**config.mk**
```make
export PLATFORM = sky130hd
export DESIGN_NAME = lin_transceiver_mode_control
export DESIGN_NICKNAME = d
export VERILOG_FILES = /design/src/lin_mode_pkg.sv /design/src/lin_transceiver_mode_control.sv
export VERILOG_INCLUDE_DIRS = /design/src /design/src/src
export SDC_FILE = /design/constraint.sdc
export NUM_CORES = 1
export LEC_CHECK = 0
export BUFFER_PORTS_ARGS = -buffer_cell sky130_fd_sc_hd__buf_2
export CORE_MARGIN = 2
export CORE_UTILIZATION = 55
export CTS_BUF_LIST = sky130_fd_sc_hd__clkbuf_16
export DETAILED_ROUTE_END_ITERATION = 12
export GPL_TIMING_DRIVEN = 0
export PLACE_DENSITY_LB_ADDON = 0.3
export SYNTH_ARGS = -nofsm -noshare
export SYNTH_HDL_FRONTEND = slang
export SYNTH_SLANG_ARGS = --single-unit
```
**constraint.sdc**
```tcl
create_clock -name clock -period 3 [get_ports clock]
set_input_delay 0.15 -clock clock [delete_from_list [all_inputs] [get_ports clock]]
set_output_delay 0.15 -clock clock [all_outputs]
set_load 0.01 [all_outputs]
```
**src/lin_mode_map.svh**
```systemverilog
// offsets, field positions, reset values and timing counts of the
// LIN mode control block; assumes a 125 MHz clock and a 32-bit APB
`ifndef LIN_MODE_MAP_SVH
`define LIN_MODE_MAP_SVH

// ----------------------------------------
// register byte offsets
// ----------------------------------------
`define LIN_CTRL_OFS 8'h00
`define LIN_STAT_OFS 8'h04
`define LIN_MASK_OFS 8'h08
`define LIN_INFO_OFS 8'h0C

// ----------------------------------------
// fields
// ----------------------------------------
`define LIN_MODE_LSB 0
`define LIN_MODE_MSB 1
`define LIN_EV_WAKE 0
`define LIN_EV_TXTO 1
`define LIN_MODE_OFF 2'h0
`define LIN_MODE_WAKE 2'h1
`define LIN_MODE_RXO 2'h2
`define LIN_MODE_NORM 2'h3
`define LIN_MODE_RST `LIN_MODE_OFF
`define LIN_MASK_RST 2'h0

// ----------------------------------------
// timing
// ----------------------------------------
`define LIN_CLK_MHZ 125
`define LIN_EN_TIME_NS 10000
`define LIN_WK_FILT_NS 30000
`define LIN_TXTO_US 20000
// least times round up, counts in clock cycles
`define LIN_EN_CYC ((`LIN_EN_TIME_NS * `LIN_CLK_MHZ + 999) / 1000)
`define LIN_WK_CYC ((`LIN_WK_FILT_NS * `LIN_CLK_MHZ + 999) / 1000)
`define LIN_TXTO_CYC (`LIN_TXTO_US * `LIN_CLK_MHZ)

`endif

```
**src/lin_mode_pkg.sv**
```systemverilog
// types of the LIN mode control block; the numbers live in the map header
package lin_mode_pkg;

  typedef enum logic [2:0] {
    DEV_NORMAL = 3'h0,
    DEV_STOP = 3'h1,
    DEV_SLEEP = 3'h2,
    DEV_RESTART = 3'h3,
    DEV_FAILSAFE = 3'h4
  } dev_mode_e;

  typedef enum logic [3:0] {
    WK_IDLE = 4'h1,
    WK_REC = 4'h2,
    WK_DOM = 4'h4,
    WK_LONG = 4'h8
  } wk_e;

  typedef struct packed {
    logic [1:0] mode;
    logic woken;
    logic [31:0] en_cnt;
    logic tx_perm;
    logic [31:0] to_cnt;
    logic to_fault;
    wk_e wk;
    logic [31:0] wk_cnt;
    logic [1:0] status;
    logic [1:0] mask;
    logic irq;
    logic rx_out;
    logic drv;
    logic bus_out;
    logic [31:0] prdata;
    logic pready;
    logic pslverr;
    logic [1:0] tx_sy;
    logic [1:0] bus_sy;
    dev_mode_e dev_prev;
    logic norm_prev;
  } state_s;

endpackage

```
**src/lin_transceiver_mode_control.sv**
```systemverilog
// digital mode control and data-path gating of a single-wire LIN
// transceiver; assumes an APB master on clock, async pins on the
// transmit input and bus receiver, and the device mode from same-clock logic
//
// Added by the designer: the register addresses and the APB slave port.
`timescale 1ns/1ns
`default_nettype none
`include "lin_mode_map.svh"

// Functional notes
// - Reset starts in off mode; off stops the driver in any device mode.
// - Off mode ignores bus wake patterns: no flag, no state change.
// - Software mode field selects the applied mode; device Failsafe forces wake, and normal or receive-only fall back to off outside device Normal or Stop.
// - Normal mode only takes effect in device Normal or Stop mode.
// - After enable delay, transmit low drives bus dominant, high releases it.
// - With reception active the receive output follows the bus level.
// - Early dominant is dropped; only the next dominant after a high passes.
// - Receive-only keeps the driver off but still passes the bus level.
// - Receive-only is set by software, only in device Normal or Stop.
// - Wake: falling edge, dominant beyond filter time, then rising edge.
// - After wake the mode stays wake-capable and receive output stays low.
// - Long dominant transmit disables the driver and flags a fault.
module lin_transceiver_mode_control #(
  parameter int unsigned EN_CYC = `LIN_EN_CYC,
  parameter int unsigned WK_CYC = `LIN_WK_CYC,
  parameter int unsigned TXTO_CYC = `LIN_TXTO_CYC
) (
  // clock and reset
  input wire logic clock,
  input wire logic reset_n,
  // apb slave
  input wire logic psel,
  input wire logic penable,
  input wire logic pwrite,
  input wire logic [7:0] paddr,
  input wire logic [31:0] pwdata,
  output logic [31:0] prdata,
  output logic pready,
  output logic pslverr,
  // device operating mode
  input wire lin_mode_pkg::dev_mode_e dev_mode,
  // microcontroller pins
  input wire logic lin_tx_input,
  output logic lin_rx_output,
  // open-drain bus pin
  input wire logic bus_in,
  output logic bus_out,
  output logic bus_oe,
  // interrupt
  output logic irq
);
  import lin_mode_pkg::*;

  state_s s;
  state_s n;
  logic [1:0] em;
  logic tx;
  logic bus;
  logic acc;
  logic ctrl_wr;
  logic ev_wake;
  logic ev_to;
  logic [1:0] clr;

  // ----------------------------------------
  // helpers
  // ----------------------------------------
  function automatic logic dev_active(input dev_mode_e d);
    return (d == DEV_NORMAL) || (d == DEV_STOP);
  endfunction

  function automatic logic [1:0] eff_mode(input logic [1:0] m, input dev_mode_e d);
    logic [1:0] r;
    r = m;
    if (d == DEV_FAILSAFE) begin
      r = `LIN_MODE_WAKE;
    end else if ((m == `LIN_MODE_NORM || m == `LIN_MODE_RXO) && !dev_active(d)) begin
      r = `LIN_MODE_OFF;
    end
    return r;
  endfunction

  function automatic logic map_hit(input logic [7:0] a);
    return (a == `LIN_CTRL_OFS) || (a == `LIN_STAT_OFS) ||
           (a == `LIN_MASK_OFS) || (a == `LIN_INFO_OFS);
  endfunction

  // ----------------------------------------
  // next state
  // ----------------------------------------
  always_comb begin
    n = s;
    tx = s.tx_sy[1];
    bus = s.bus_sy[1];
    em = eff_mode(s.mode, dev_mode);
    ev_wake = 1'b0;
    ev_to = 1'b0;
    clr = 2'h0;
    n.tx_sy = {s.tx_sy[0], lin_tx_input};
    n.bus_sy = {s.bus_sy[0], bus_in};
    n.bus_out = 1'b0;

    // one wait state keeps prdata and pready both registered
    acc = psel & penable & s.pready;
    ctrl_wr = acc & pwrite & (paddr == `LIN_CTRL_OFS);
    n.pready = 1'b0;
    n.pslverr = 1'b0;
    if (psel & penable & ~s.pready) begin
      n.pready = 1'b1;
      n.pslverr = ~map_hit(paddr);
      n.prdata = 32'h0;
      unique case (paddr)
        `LIN_CTRL_OFS: n.prdata[`LIN_MODE_MSB:`LIN_MODE_LSB] = s.mode;
        `LIN_STAT_OFS: n.prdata[1:0] = s.status;
        `LIN_MASK_OFS: n.prdata[1:0] = s.mask;
        `LIN_INFO_OFS: n.prdata[5:0] = {s.to_fault, s.tx_perm, s.woken, s.drv, em};
        default: n.prdata = 32'h0;
      endcase
    end
    if (ctrl_wr) begin
      if (pwdata[`LIN_MODE_MSB:`LIN_MODE_LSB] != s.mode) begin
        n.woken = 1'b0;
      end
      n.mode = pwdata[`LIN_MODE_MSB:`LIN_MODE_LSB];
    end
    if (acc & pwrite & (paddr == `LIN_MASK_OFS)) begin
      n.mask = pwdata[1:0];
    end
    if (acc & ~pwrite & (paddr == `LIN_STAT_OFS)) begin
      clr = s.status;
    end
    // entering a low-power or safe device mode rearms wake
    if (dev_mode != s.dev_prev && !(dev_mode == DEV_NORMAL || dev_mode == DEV_RESTART)) begin
      n.woken = 1'b0;
    end
    n.dev_prev = dev_mode;

    n.norm_prev = (em == `LIN_MODE_NORM);
    if (em != `LIN_MODE_NORM || !s.norm_prev) begin
      n.en_cnt = 32'h0;
      n.tx_perm = 1'b0;
    end else if (s.en_cnt < EN_CYC) begin
      n.en_cnt = s.en_cnt + 32'h1;
    end else if (tx) begin
      // permit only after the input is back high
      n.tx_perm = 1'b1;
    end

    if (em == `LIN_MODE_NORM && !tx) begin
      if (s.to_cnt < TXTO_CYC) begin
        n.to_cnt = s.to_cnt + 32'h1;
      end else if (!s.to_fault) begin
        n.to_fault = 1'b1;
        ev_to = 1'b1;
      end
    end else begin
      n.to_cnt = 32'h0;
      n.to_fault = 1'b0;
    end

    n.drv = (em == `LIN_MODE_NORM) && s.tx_perm && !tx && !s.to_fault;

    if (em != `LIN_MODE_WAKE || s.woken) begin
      n.wk = WK_IDLE;
      n.wk_cnt = 32'h0;
    end else begin
      unique case (s.wk)
        WK_IDLE: begin
          if (bus) begin
            n.wk = WK_REC;
          end
        end
        WK_REC: begin
          if (!bus) begin
            n.wk = WK_DOM;
            n.wk_cnt = 32'h0;
          end
        end
        WK_DOM: begin
          if (bus) begin
            n.wk = WK_REC;
          end else if (s.wk_cnt >= WK_CYC) begin
            n.wk = WK_LONG;
          end else begin
            n.wk_cnt = s.wk_cnt + 32'h1;
          end
        end
        WK_LONG: begin
          if (bus) begin
            n.wk = WK_REC;
            n.woken = 1'b1;
            ev_wake = 1'b1;
          end
        end
      endcase
    end

    unique case (em)
      `LIN_MODE_NORM, `LIN_MODE_RXO: n.rx_out = bus;
      `LIN_MODE_WAKE: n.rx_out = ~n.woken;
      default: n.rx_out = 1'b1;
    endcase

    // a status event in the clearing cycle survives
    n.status = (s.status & ~clr) | {ev_to, ev_wake};
    n.irq = |(n.status & n.mask);
  end

  // ----------------------------------------
  // state register
  // ----------------------------------------
  always_ff @(posedge clock or negedge reset_n) begin
    if (!reset_n) begin
      s <= '0;
      s.mode <= `LIN_MODE_RST;
      s.mask <= `LIN_MASK_RST;
      s.wk <= WK_IDLE;
      s.rx_out <= 1'b1;
      s.tx_sy <= 2'h3;
      s.bus_sy <= 2'h3;
    end else begin
      s <= n;
    end
  end

  assign prdata = s.prdata;
  assign pready = s.pready;
  assign pslverr = s.pslverr;
  assign lin_rx_output = s.rx_out;
  assign bus_out = s.bus_out;
  assign bus_oe = s.drv;
  assign irq = s.irq;
endmodule
`default_nettype wire

```
==> metrics.yaml, run 1 <==
status:
  outcome: "finished, final reports clean"
pwr:
  power.share.switching_pct: 19.8
  p_clk_share_pct: 53.0
  power.leakage_nw: 3.48
  switchingPower_mw: 0.802
  pwr-share-seq_pct: 43.1
  cellPowerDensity_nw_per_um2: 548
  combinationalPowerShare_pct: 3.8
  ir_drop_mv: 0.440
  p_int_mw: 3.24
clock_network:
  htree_levels: 4
  cts_resized: 0
  cts_made_buffers: 17
  clock_path_buffers: 2
  clock_latency_ns: 0.41
  cts_tree: "done"
  cts.sinks: 128
  path_clk_slew_ns: 0.05
  root_buffer: "clkbuf_16"
drt:
  drt_iter0_markers: 345
  drc: 0
  vias: 5013
  dr.pass1.iters: 5
  ant_nets: 0
  vias_per_cell: 5.95
  routedWlPerCell_um: 16.4
  wirelength_um: 13800
layout:
  drive_gt1_share_pct: 17.1
  final_cell_mix: "dfrtp_1 (122), buf_2 (35), and3_1 (35)"
  final_cells: 842
  final_common_cell: "dfrtp_1"
  fillCellCount: 832
  n_antenna_cell: 0
  final_nets: 744
  syn2layout_area_growth_pct: 18.0
timing:
  slew_violations: 0
  relSlewSlack_pct: 37.4
  hold_violations: 0
  fin_crit_ns: 2.68
  rsz0062_at_grt: "false"
  setup_violations: 0
  finalCritPeriodShare_pct: 89.5
  skew_ns: 0.00654
  whs_ns: 0.0346
  timing.fmax_mhz: 373
  setup_ws_ns: 0.316
  tightest_slew_ns: 0.931
  setup_tns_ns: 0
grt:
  first_global_vias: 4881
  grt_pass1_wl_um: 23700
  antenna_found_initial: 0
  grt_max_degree: 100
  grtUsageTotal_pct: 23.8
  grt_overflow_total: 0
yosys:
  synth_flop_cell: "dfrtp_1"
  synth_xor_area_share_pct: 1.68
  synth_top_family_by_area: "simple AND/OR/NAND/NOR gates"
  syn-cell-area_um2: 6260
  synthCells: 608
  synth.distinct_cells: 63
  yosys.area_share.adder_pct: 0.800
  ys_warn_count: 0
  synth_async_sr_flop_share_pct: 100
  ys_seq_area_share_pct: 51.3
  synth_edf_count: 0
  yosys.area_share.simple_pct: 25.7
  ys_seq_elements: 128
  synthMuxAreaShare_pct: 2.08
  avgSynthCellArea_um2: 10.3
  synth-compound-area-share_pct: 11.8
placed_design:
  numPortBuffers: 30
  place_congestion: 0.904
  post-place-cells: 805
  dpl_worst_slack_ns: 0.335
  dpl.hpwl_um: 9280
setup_path:
  critPathKind: "register to register"
  start_kind: "register"
  worstPathRequired_ns: 3.30
  arrival_ns: 2.99
  endpoint_kind: "register"
  crit_fanout: 10
flow_run:
  drv_cap: 0
floorplanning:
  coreArea_um2: 11000
  die_w_um: 111
  fp.dieH_um: 111
  start_util_pct: 57.0
  num_io_pins: 88
  rows: 38
  die_area_um2: 12200
worst_hold_path:
  hold_class: "input port to register"
-- path summary, 6_finish.rpt --
path	cells past startpoint	endpoint	slack, ns	start
max in group asynchronous	3	n[7]	2.03	reset_n
hold reg to reg	0	bus	0.36	n[5]
hold / removal	2	s[154]	0.03	pwdata[1]
setup reg to reg	7	irq	0.32	s[96]
setup / recovery	7	irq	0.32	s[96]
min in group asynchronous	2	s[152]	0.19	reset_n
-- worst max-delay path, cell delays in order (launching register included) --
cell	delay, ns
dfrtp_1	0.45
and3b_1	0.24
o2111ai_1	0.10
a311oi_1	0.77
clkbuf_1	0.37
buf_2	0.29
nor2_1	0.09
o21ai_0	0.26
-- power by group through the flow --
stage	registers, mW	clock network (mW)	logic (mW)
finish	1.74	2.15	0.155
global route	1.74	2.25	0.174
CTS	1.74	2.17	0.155
detailed placement	1.77	0	0.149
global placement	1.77	0	0.139
floorplan	1.77	0	0.0795
-- sequential cells by signal, summed over array words and instances (netlist names) --
register	count
s	114
pready	1
bus_oe	1
pslverr	1
bus	1
irq	1
lin_rx_output	1
prdata	6
n	2
-- repair_timing --
item	in CTS	in global routing
hold buffers	6	0
hold endpoints to repair	34	0
buffers inserted	0	0
-- layout make-up --
type                       count  area [um^2]  area share [%]
tap                          140          175            2.37
buffer                        64          387            5.23
multi-input combinational    436         2740            37.0
sequential                   128         3210            43.5
timing repair buffer          37          244            3.30
inverter                       6         22.5           0.305
clock buffer                  17          425            5.76
clock inverter                14          186            2.52
-- metrics by stage --
| stage | instance area, um^2 | power [mW] | util [%] |
|---|---|---|---|
| after global placement | 6680 | 1.91 | 60.8 |
| after floorplan | 6360 | 1.85 | - |
| after global routing | 7390 | 4.17 | 67.3 |
| final | 7390 | 4.04 | 67.3 |
| after detailed placement | 6720 | 1.92 | 61.1 |
| after CTS | 7390 | 4.07 | 67.3 |
-- Yosys cell counts, types with 3 or more instances --
cell type | instances | area, um^2
mux2_2 | 4 | 45.0
or4_1 | 17 | 128
nor2b_1 | 5 | 31.3
buf_4 | 33 | 248
a221o_1 | 3 | 30.0
or3_1 | 14 | 87.6
o21a_1 | 4 | 30.0
and4_1 | 6 | 52.6
nor4b_1 | 5 | 43.8
or2_2 | 3 | 18.8
nand2_1 | 33 | 124
nand4_1 | 17 | 106
inv_1 | 6 | 22.5
nor4_1 | 26 | 163
xnor2_1 | 9 | 78.8
ha_1 | 4 | 50.1
a21oi_1 | 27 | 135
clkbuf_1 | 23 | 86.3
o21ai_0 | 22 | 110
dfstp_2 | 6 | 158
and3_1 | 35 | 219
and2_1 | 30 | 188
mux2i_1 | 4 | 40.0
nand2b_1 | 5 | 31.3
buf_2 | 6 | 30.0
nor3_1 | 10 | 50.1
o31ai_1 | 10 | 75.1
a211oi_1 | 7 | 52.6
o2bb2ai_1 | 8 | 70.1
nor3b_1 | 4 | 30.0
nor2_1 | 33 | 124
a22o_1 | 6 | 52.6
xor2_1 | 3 | 26.3
nand3b_1 | 3 | 22.5
dfrtp_1 | 122 | 3050
nand3_1 | 18 | 90.1
-- cell families (layout without fill, tap and decap cells) --
group	after synthesis	after routing
compound gates	109	109
xor+xnor	12	12
fa+ha+maj	4	4
buf+inv	70	138
flops	128	128
mux	10	10
other cells	1	27
simple gates	274	274
-- metal layers --
layer	up-vias	part of all wire, %	track usage (%)
li1	2363	-	-
met3	21	5.2	5.69
met4	0	1.6	8.08
met2	157	48	37.8
met5	-	0	0
met1	2472	45	32.3
Power figures use the tool's default switching activity.
==> run 2: changes to the inputs <==
--- a/config.mk
+++ b/config.mk
@@ -8,7 +8,7 @@
 export LEC_CHECK = 0
 export BUFFER_PORTS_ARGS = -buffer_cell sky130_fd_sc_hd__buf_2
 export CORE_MARGIN = 2
-export CORE_UTILIZATION = 55
+export CORE_UTILIZATION = 45
 export CTS_BUF_LIST = sky130_fd_sc_hd__clkbuf_16
 export DETAILED_ROUTE_END_ITERATION = 12
 export GPL_TIMING_DRIVEN = 0
==> metrics.yaml, run 2 (synthesis gave the netlist of run 1 again) <==
status:
  outcome: "finished, final reports clean"
setup_path:
  reg2reg_to: "irq"
  start_kind: "input port"
  critPathKind: "input port to register"
  r2r_start: "s[100]"
  crit_fanout: 10  # unchanged
  endpoint_kind: "register"
  worstPathRequired_ns: 3.35  # +0.05 ns
  arrival_ns: 2.94  # -0.05 ns
  reg2reg_slack_ns: 0.44  # +0.12 ns
  crit_path_frequent_cell: "clkbuf_1"
  cpPeakStageDelay_ns: 0.53  # -0.24 ns
  cp_cell_sequence: "dlygate4sd3_1 > buf_2 > clkbuf_1 > or3b_2 > clkbuf_1 > a21oi_1 > and2_1 > a21o_2 > clkbuf_1 > and2_1"
  rr_worst_depth: 7  # unchanged
  crit_slowest_cell: "dlygate4sd3_1"
pwr:
  power.leakage_nw: 3.43  # -1.5%
  combinationalPowerShare_pct: 4.0  # +0.2 points
  switchingPower_mw: 0.868  # +8.3%
  cellPowerDensity_nw_per_um2: 524  # -4.3%
  p_clk_share_pct: 51.1  # -1.9 points
  p_int_mw: 3.01  # -7.1%
  power.share.switching_pct: 22.4  # +2.6 points
  ir_drop_mv: 0.371  # -16%
  pwr-share-seq_pct: 44.9  # +1.8 points
clock_network:
  clock_path_buffers: 2  # unchanged
  cts.sinks: 128  # unchanged
  clock_latency_ns: 0.41  # about the same
  htree_levels: 4  # unchanged
  cts_tree: "done"
  postCtsSetupRepairBufs: 0  # unchanged
  cts_made_buffers: 17  # unchanged
  path_clk_slew_ns: 0.06  # about the same
  root_buffer: "clkbuf_16"
placed_design:
  numPortBuffers: 30  # unchanged
  dpl.hpwl_um: 9490  # +2.2%
  dpl_worst_slack_ns: 0.197  # -0.138 ns
  place_congestion: 0.927  # +2.5%
drt:
  drc: 0  # unchanged
  dr.pass1.iters: 5  # unchanged
  ant_nets: 0  # unchanged
  vias: 4964  # -0.98%
  drt_iter0_markers: 530  # +54%
  wirelength_um: 14100  # +1.7%
  routedWlPerCell_um: 16.0  # -3.0%
  vias_per_cell: 5.62  # -5.6%
floorplanning:
  die_w_um: 122  # +10%
  fp.dieH_um: 122  # +10%
  rows: 43  # +13%
  start_util_pct: 45.6  # -11 points
  die_area_um2: 14900  # +21%
  coreArea_um2: 13700  # +25%
  num_io_pins: 88  # unchanged
timing:
  setup_violations: 0  # unchanged
  finalCritPeriodShare_pct: 86.3  # -3.2 points
  setup_tns_ns: 0  # unchanged
  fin_crit_ns: 2.59  # -0.0968 ns
  slew_violations: 0  # unchanged
  hold_violations: 0  # unchanged
  tightest_slew_ns: 0.952  # +0.0215 ns
  timing.fmax_mhz: 386  # +3.7%
  setup_ws_ns: 0.412  # +0.0968 ns
  relSlewSlack_pct: 35.9  # -1.4 points
  rsz0062_at_grt: "false"
  skew_ns: 0.00703  # +0.000487 ns
grt:
  grt_max_degree: 90  # -10%
  grt_overflow_total: 0  # unchanged
  antenna_found_initial: 0  # unchanged
  first_global_vias: 4872  # -0.18%
  grt_pass1_wl_um: 23800  # +0.20%
  grtUsageTotal_pct: 20.2  # -3.6 points
layout:
  final_common_cell: "dfrtp_1"
  final_cell_mix: "dfrtp_1 (122), buf_2 (35), and3_1 (35)"
  drive_gt1_share_pct: 18.1  # +0.97 points
  fillCellCount: 1197  # +44%
  syn2layout_area_growth_pct: 18.3
  top_register: "s"
  n_antenna_cell: 0  # unchanged
  largest_reg_flops: 114  # unchanged
  final_nets: 744  # unchanged
worst_hold_path:
  hold_depth: 2  # unchanged
  worstHoldStart: "pwdata[1]"
  whs_endpoint: "s[154]"
  hold_class: "input port to register"
flow_run:
  drv_cap: 0  # unchanged
==> run 2: changes by cell type in the layout (fill, tap and decap cells not counted), sizes merged <==
cell	delta
clkinv	+5
clkinvlp	+4
bufinv	-3
inv	-5
==> run 2: power by group through the flow <==
stage               Sequential [mW]  Combinational, mW  Clock [mW]
CTS                            1.74              0.157        2.02
finish                         1.74              0.156        1.98
detailed placement             1.77              0.150           0
floorplan                      1.77             0.0795           0
global placement               1.77              0.142           0
global route                   1.74              0.177        2.10
==> run 2: metrics by stage <==
stage | total power, mW | instances | util, % | hold WS (ns) | cell area (um^2)
finish | 3.88 | 883 | 53.9 | 0.0130 | 7400
CTS | 3.92 | 883 | 53.9 | 0.00109 | 7390
global route | 4.02 | 883 | 53.9 | 0.0197 | 7400
floorplan | 1.85 | 634 | - | -0.146 | 6360
detailed placement | 1.92 | 845 | 49.3 | 0.0802 | 6770
global placement | 1.91 | 844 | 49.1 | 0.255 | 6730
==> run 2: cell type report <==
class	instances	area [um^2]	area share, %
Clock inverter	15	144	1.94
Timing Repair Buffer	37	244	3.30
Buffer	64	387	5.22
Multi-Input combinational cell	436	2740	37.1
Inverter	6	22.5	0.304
Tap cell	180	225	3.04
Sequential cell	128	3210	43.4
Clock buffer	17	425	5.75
==> run 2: worst max-delay path: cells and delay by family <==
family                 cells  cell delay (ns)
buffers and inverters      5             1.31
AND/OR/NAND/NOR            3             0.88
AO/OA/AOI/OAI              2             0.60
==> run 2: metal layers <==
layer  part of all wire [%]  vias up  global-route usage [%]
met5                      0        -                       0
met4                    1.7        0                    7.11
met3                    4.8       23                    4.87
met2                     47      147                    31.5
met1                     46     2422                    27.6
li1                       -     2372                       -
==> run 2: worst max-delay path by stage <==
| stage | endpoint | startpoint | depth (start not counted) | slack [ns] |
|---|---|---|---|---|
| after global routing | s[72] | dev_mode[1] | 10 | 0.21 |
| after global placement | s[106] | reset_n | 1 | 0.16 |
| final | s[75] | dev_mode[1] | 10 | 0.41 |
| after floorplan | s[55] | s[83] | 6 | 0.72 |
| after detailed placement | irq | s[96] | 7 | 0.20 |
| after CTS | irq | s[96] | 7 | 0.15 |
==> run 2: repair_timing <==
item                                    CTS  global route
resized for setup                         0             1
endpoints found under the setup margin    0             1
hold buffers                              6             0
endpoints found under the hold margin    44             0
==> run 3: changes to the inputs <==
--- a/config.mk
+++ b/config.mk
@@ -8,7 +8,7 @@
 export LEC_CHECK = 0
 export BUFFER_PORTS_ARGS = -buffer_cell sky130_fd_sc_hd__buf_2
 export CORE_MARGIN = 2
-export CORE_UTILIZATION = 45
+export CORE_UTILIZATION = 44
 export CTS_BUF_LIST = sky130_fd_sc_hd__clkbuf_16
 export DETAILED_ROUTE_END_ITERATION = 12
 export GPL_TIMING_DRIVEN = 0
==> metrics.yaml, run 3 (synthesis gave the netlist of run 1 again) <==
status:
  outcome: "finished, final reports clean"
setup_path:
  arrival_ns: 3.04  # +0.10 ns
  start_kind: "input port"
  cp_cell_sequence: "dlygate4sd3_1 > buf_2 > clkbuf_1 > or3b_2 > clkbuf_1 > a21oi_1 > and2_1 > a21o_2 > clkbuf_1 > and2_1"
  crit_family: "buffers and inverters"
  critPathKind: "input port to register"
  crit_slowest_cell: "dlygate4sd3_1"
  crit_fanout: 10  # unchanged
  cpPeakStageDelay_ns: 0.53  # about the same
  critical_path_buf_inv_count: 5  # unchanged
  worstPathRequired_ns: 3.35  # about the same
  endpoint_kind: "register"
  crit_path_frequent_cell: "clkbuf_1"
drt:
  wirelength_um: 14000  # -0.89%
  wl_met2_um: 6390  # -3.7%
  ant_nets: 0  # unchanged
  highest_layer: "met4"
  wl_met3_um: 780  # +14%
  vias_per_cell: 5.63  # about the same
  drc: 0  # unchanged
  met1_length_um: 6550  # +0.21%
  routedWlPerCell_um: 15.8  # -0.89%
  dr.pass1.iters: 6  # +1
  vias: 4968  # +0.081%
  drt_iter0_markers: 537  # +1.3%
timing:
  rsz0062_at_grt: "false"
  hold_violations: 0  # unchanged
  relSlewSlack_pct: 23.3  # -13 points
  skew_ns: 0.00687  # -0.000157 ns
  setup_violations: 0  # unchanged
  tightest_slew_ns: 1.14  # +0.188 ns
  fin_crit_ns: 2.69  # +0.101 ns
  whs_ns: 0.0508  # +0.0379 ns
  setup_tns_ns: 0  # unchanged
  finalCritPeriodShare_pct: 89.6  # +3.4 points
  timing.fmax_mhz: 372  # -3.7%
  slew_violations: 0  # unchanged
layout:
  final_nets: 744  # unchanged
  fin_area_um2: 7440  # +0.57%
  final_common_cell: "dfrtp_1"
  final_util_pct: 53.6  # -0.32 points
  fillCellCount: 1200  # +0.25%
  syn2layout_area_growth_pct: 18.9
  largest_reg_flops: 114  # unchanged
  top_register: "s"
  drive_gt1_share_pct: 17.9  # -0.14 points
  final_cell_mix: "dfrtp_1 (122), buf_2 (35), and3_1 (35)"
  n_antenna_cell: 0  # unchanged
placed_design:
  numPortBuffers: 30  # unchanged
  dpl.hpwl_um: 9490  # about the same
  place_congestion: 0.913  # -1.6%
  placedInstanceArea_um2: 6770  # unchanged
pwr:
  switchingPower_mw: 0.866  # -0.21%
  power.share.switching_pct: 21.4  # -0.98 points
  power.leakage_nw: 3.46  # +0.93%
  ir_drop_mv: 0.388  # +4.6%
  p_clk_share_pct: 53.1  # +2.0 points
  combinationalPowerShare_pct: 3.9  # about the same
  p_int_mw: 3.18  # +5.7%
  cellPowerDensity_nw_per_um2: 544  # +3.8%
  pwr-share-seq_pct: 43.0  # -1.9 points
clock_network:
  cts_made_buffers: 17  # unchanged
  cts_tree: "done"
  path_clk_slew_ns: 0.06  # about the same
  htree_levels: 4  # unchanged
  root_buffer: "clkbuf_16"
  clock_path_buffers: 2  # unchanged
  postCtsSetupRepairBufs: 0  # unchanged
  cts_resized: 0  # unchanged
  clock_latency_ns: 0.42  # about the same
  cts.sinks: 128  # unchanged
grt:
  grt_max_degree: 100  # +11%
  first_global_vias: 4877  # +0.10%
  grt_overflow_total: 0  # unchanged
  grtUsageTotal_pct: 19.9  # -0.31 points
  antenna_found_initial: 0  # unchanged
  grt_pass1_wl_um: 23800  # about the same
floorplanning:
  fp.dieH_um: 123  # +1.1%
  rows: 43  # unchanged
  die_w_um: 123  # +1.1%
  start_util_pct: 45.1  # -0.53 points
  num_io_pins: 88  # unchanged
  die_area_um2: 15200  # +2.2%
  coreArea_um2: 13900  # +1.2%
worst_hold_path:
  hold_class: "input port to register"
flow_run:
  drv_cap: 0  # unchanged
[run 3: cell types whose count changed in the layout (fill, tap and decap cells not counted), sizes merged]
cell / delta
bufinv: +2
clkinv: -1
clkinvlp: -2
inv: +1
[run 3: stage by stage]
stage | total power, mW | setup slack, ns | std cells
after CTS | 4.08 | 0.323 | 883
final | 4.05 | 0.312 | 883
after detailed placement | 1.93 | 0.355 | 845
after global placement | 1.92 | 0.183 | 844
after floorplan | 1.85 | 0.720 | 634
after global routing | 4.19 | 0.0686 | 883
[run 3: path summary, 6_finish.rpt]
check / startpoint / to / slack [ns] / cells past startpoint
setup reg to reg: s[116] / s[97] / 0.34 / 6
hold reg to reg: n[7] / s[7] / 0.35 / 0
max in group asynchronous: reset_n / s[7] / 2.03 / 3
setup / recovery: dev_mode[1] / s[73] / 0.31 / 10
min in group asynchronous: reset_n / s[55] / 0.19 / 2
hold / removal: paddr[6] / pslverr / 0.05 / 3
[run 3: repair_timing]
item | CTS | global route
hold endpoints to repair | 34 | 0
endpoints found under the setup margin | 0 | 0
hold buffers | 6 | 0
[run 3: per-layer routing]
metal,track usage (%),vias up
met5,0,-
met4,7.10,0
met3,5.07,22
met2,30.5,175
met1,27.4,2408
li1,-,2363
[run 3: tightest hold or removal path: cells and delay by family]
family | cells | cell delay, ns
AOI/OAI and AO/OA | 1 | 0.13
buffers and inverters | 1 | 0.07
and+or+nand+nor | 1 | 0.07
[run 3: layout make-up]
| type | count | area [um^2] | area share [%] |
|---|---|---|---|
| sequential | 128 | 3210 | 43.1 |
| multi-input combinational | 436 | 2740 | 36.8 |
| clock buffer | 17 | 425 | 5.72 |
| buffer | 64 | 387 | 5.19 |
| timing repair buffer | 37 | 244 | 3.28 |
| tap | 180 | 225 | 3.03 |
| clock inverter | 15 | 193 | 2.59 |
| inverter | 6 | 22.5 | 0.303 |
[run 3: power by group through the flow]
stage | Sequential, mW | Clock [mW] | Combinational [mW]
4_1_cts | 1.74 | 2.18 | 0.159
6_report | 1.74 | 2.15 | 0.158
3_3_place_gp | 1.77 | 0 | 0.143
3_5_place_dp | 1.77 | 0 | 0.153
5_1_grt | 1.74 | 2.26 | 0.180
2_1_floorplan | 1.77 | 0 | 0.0795
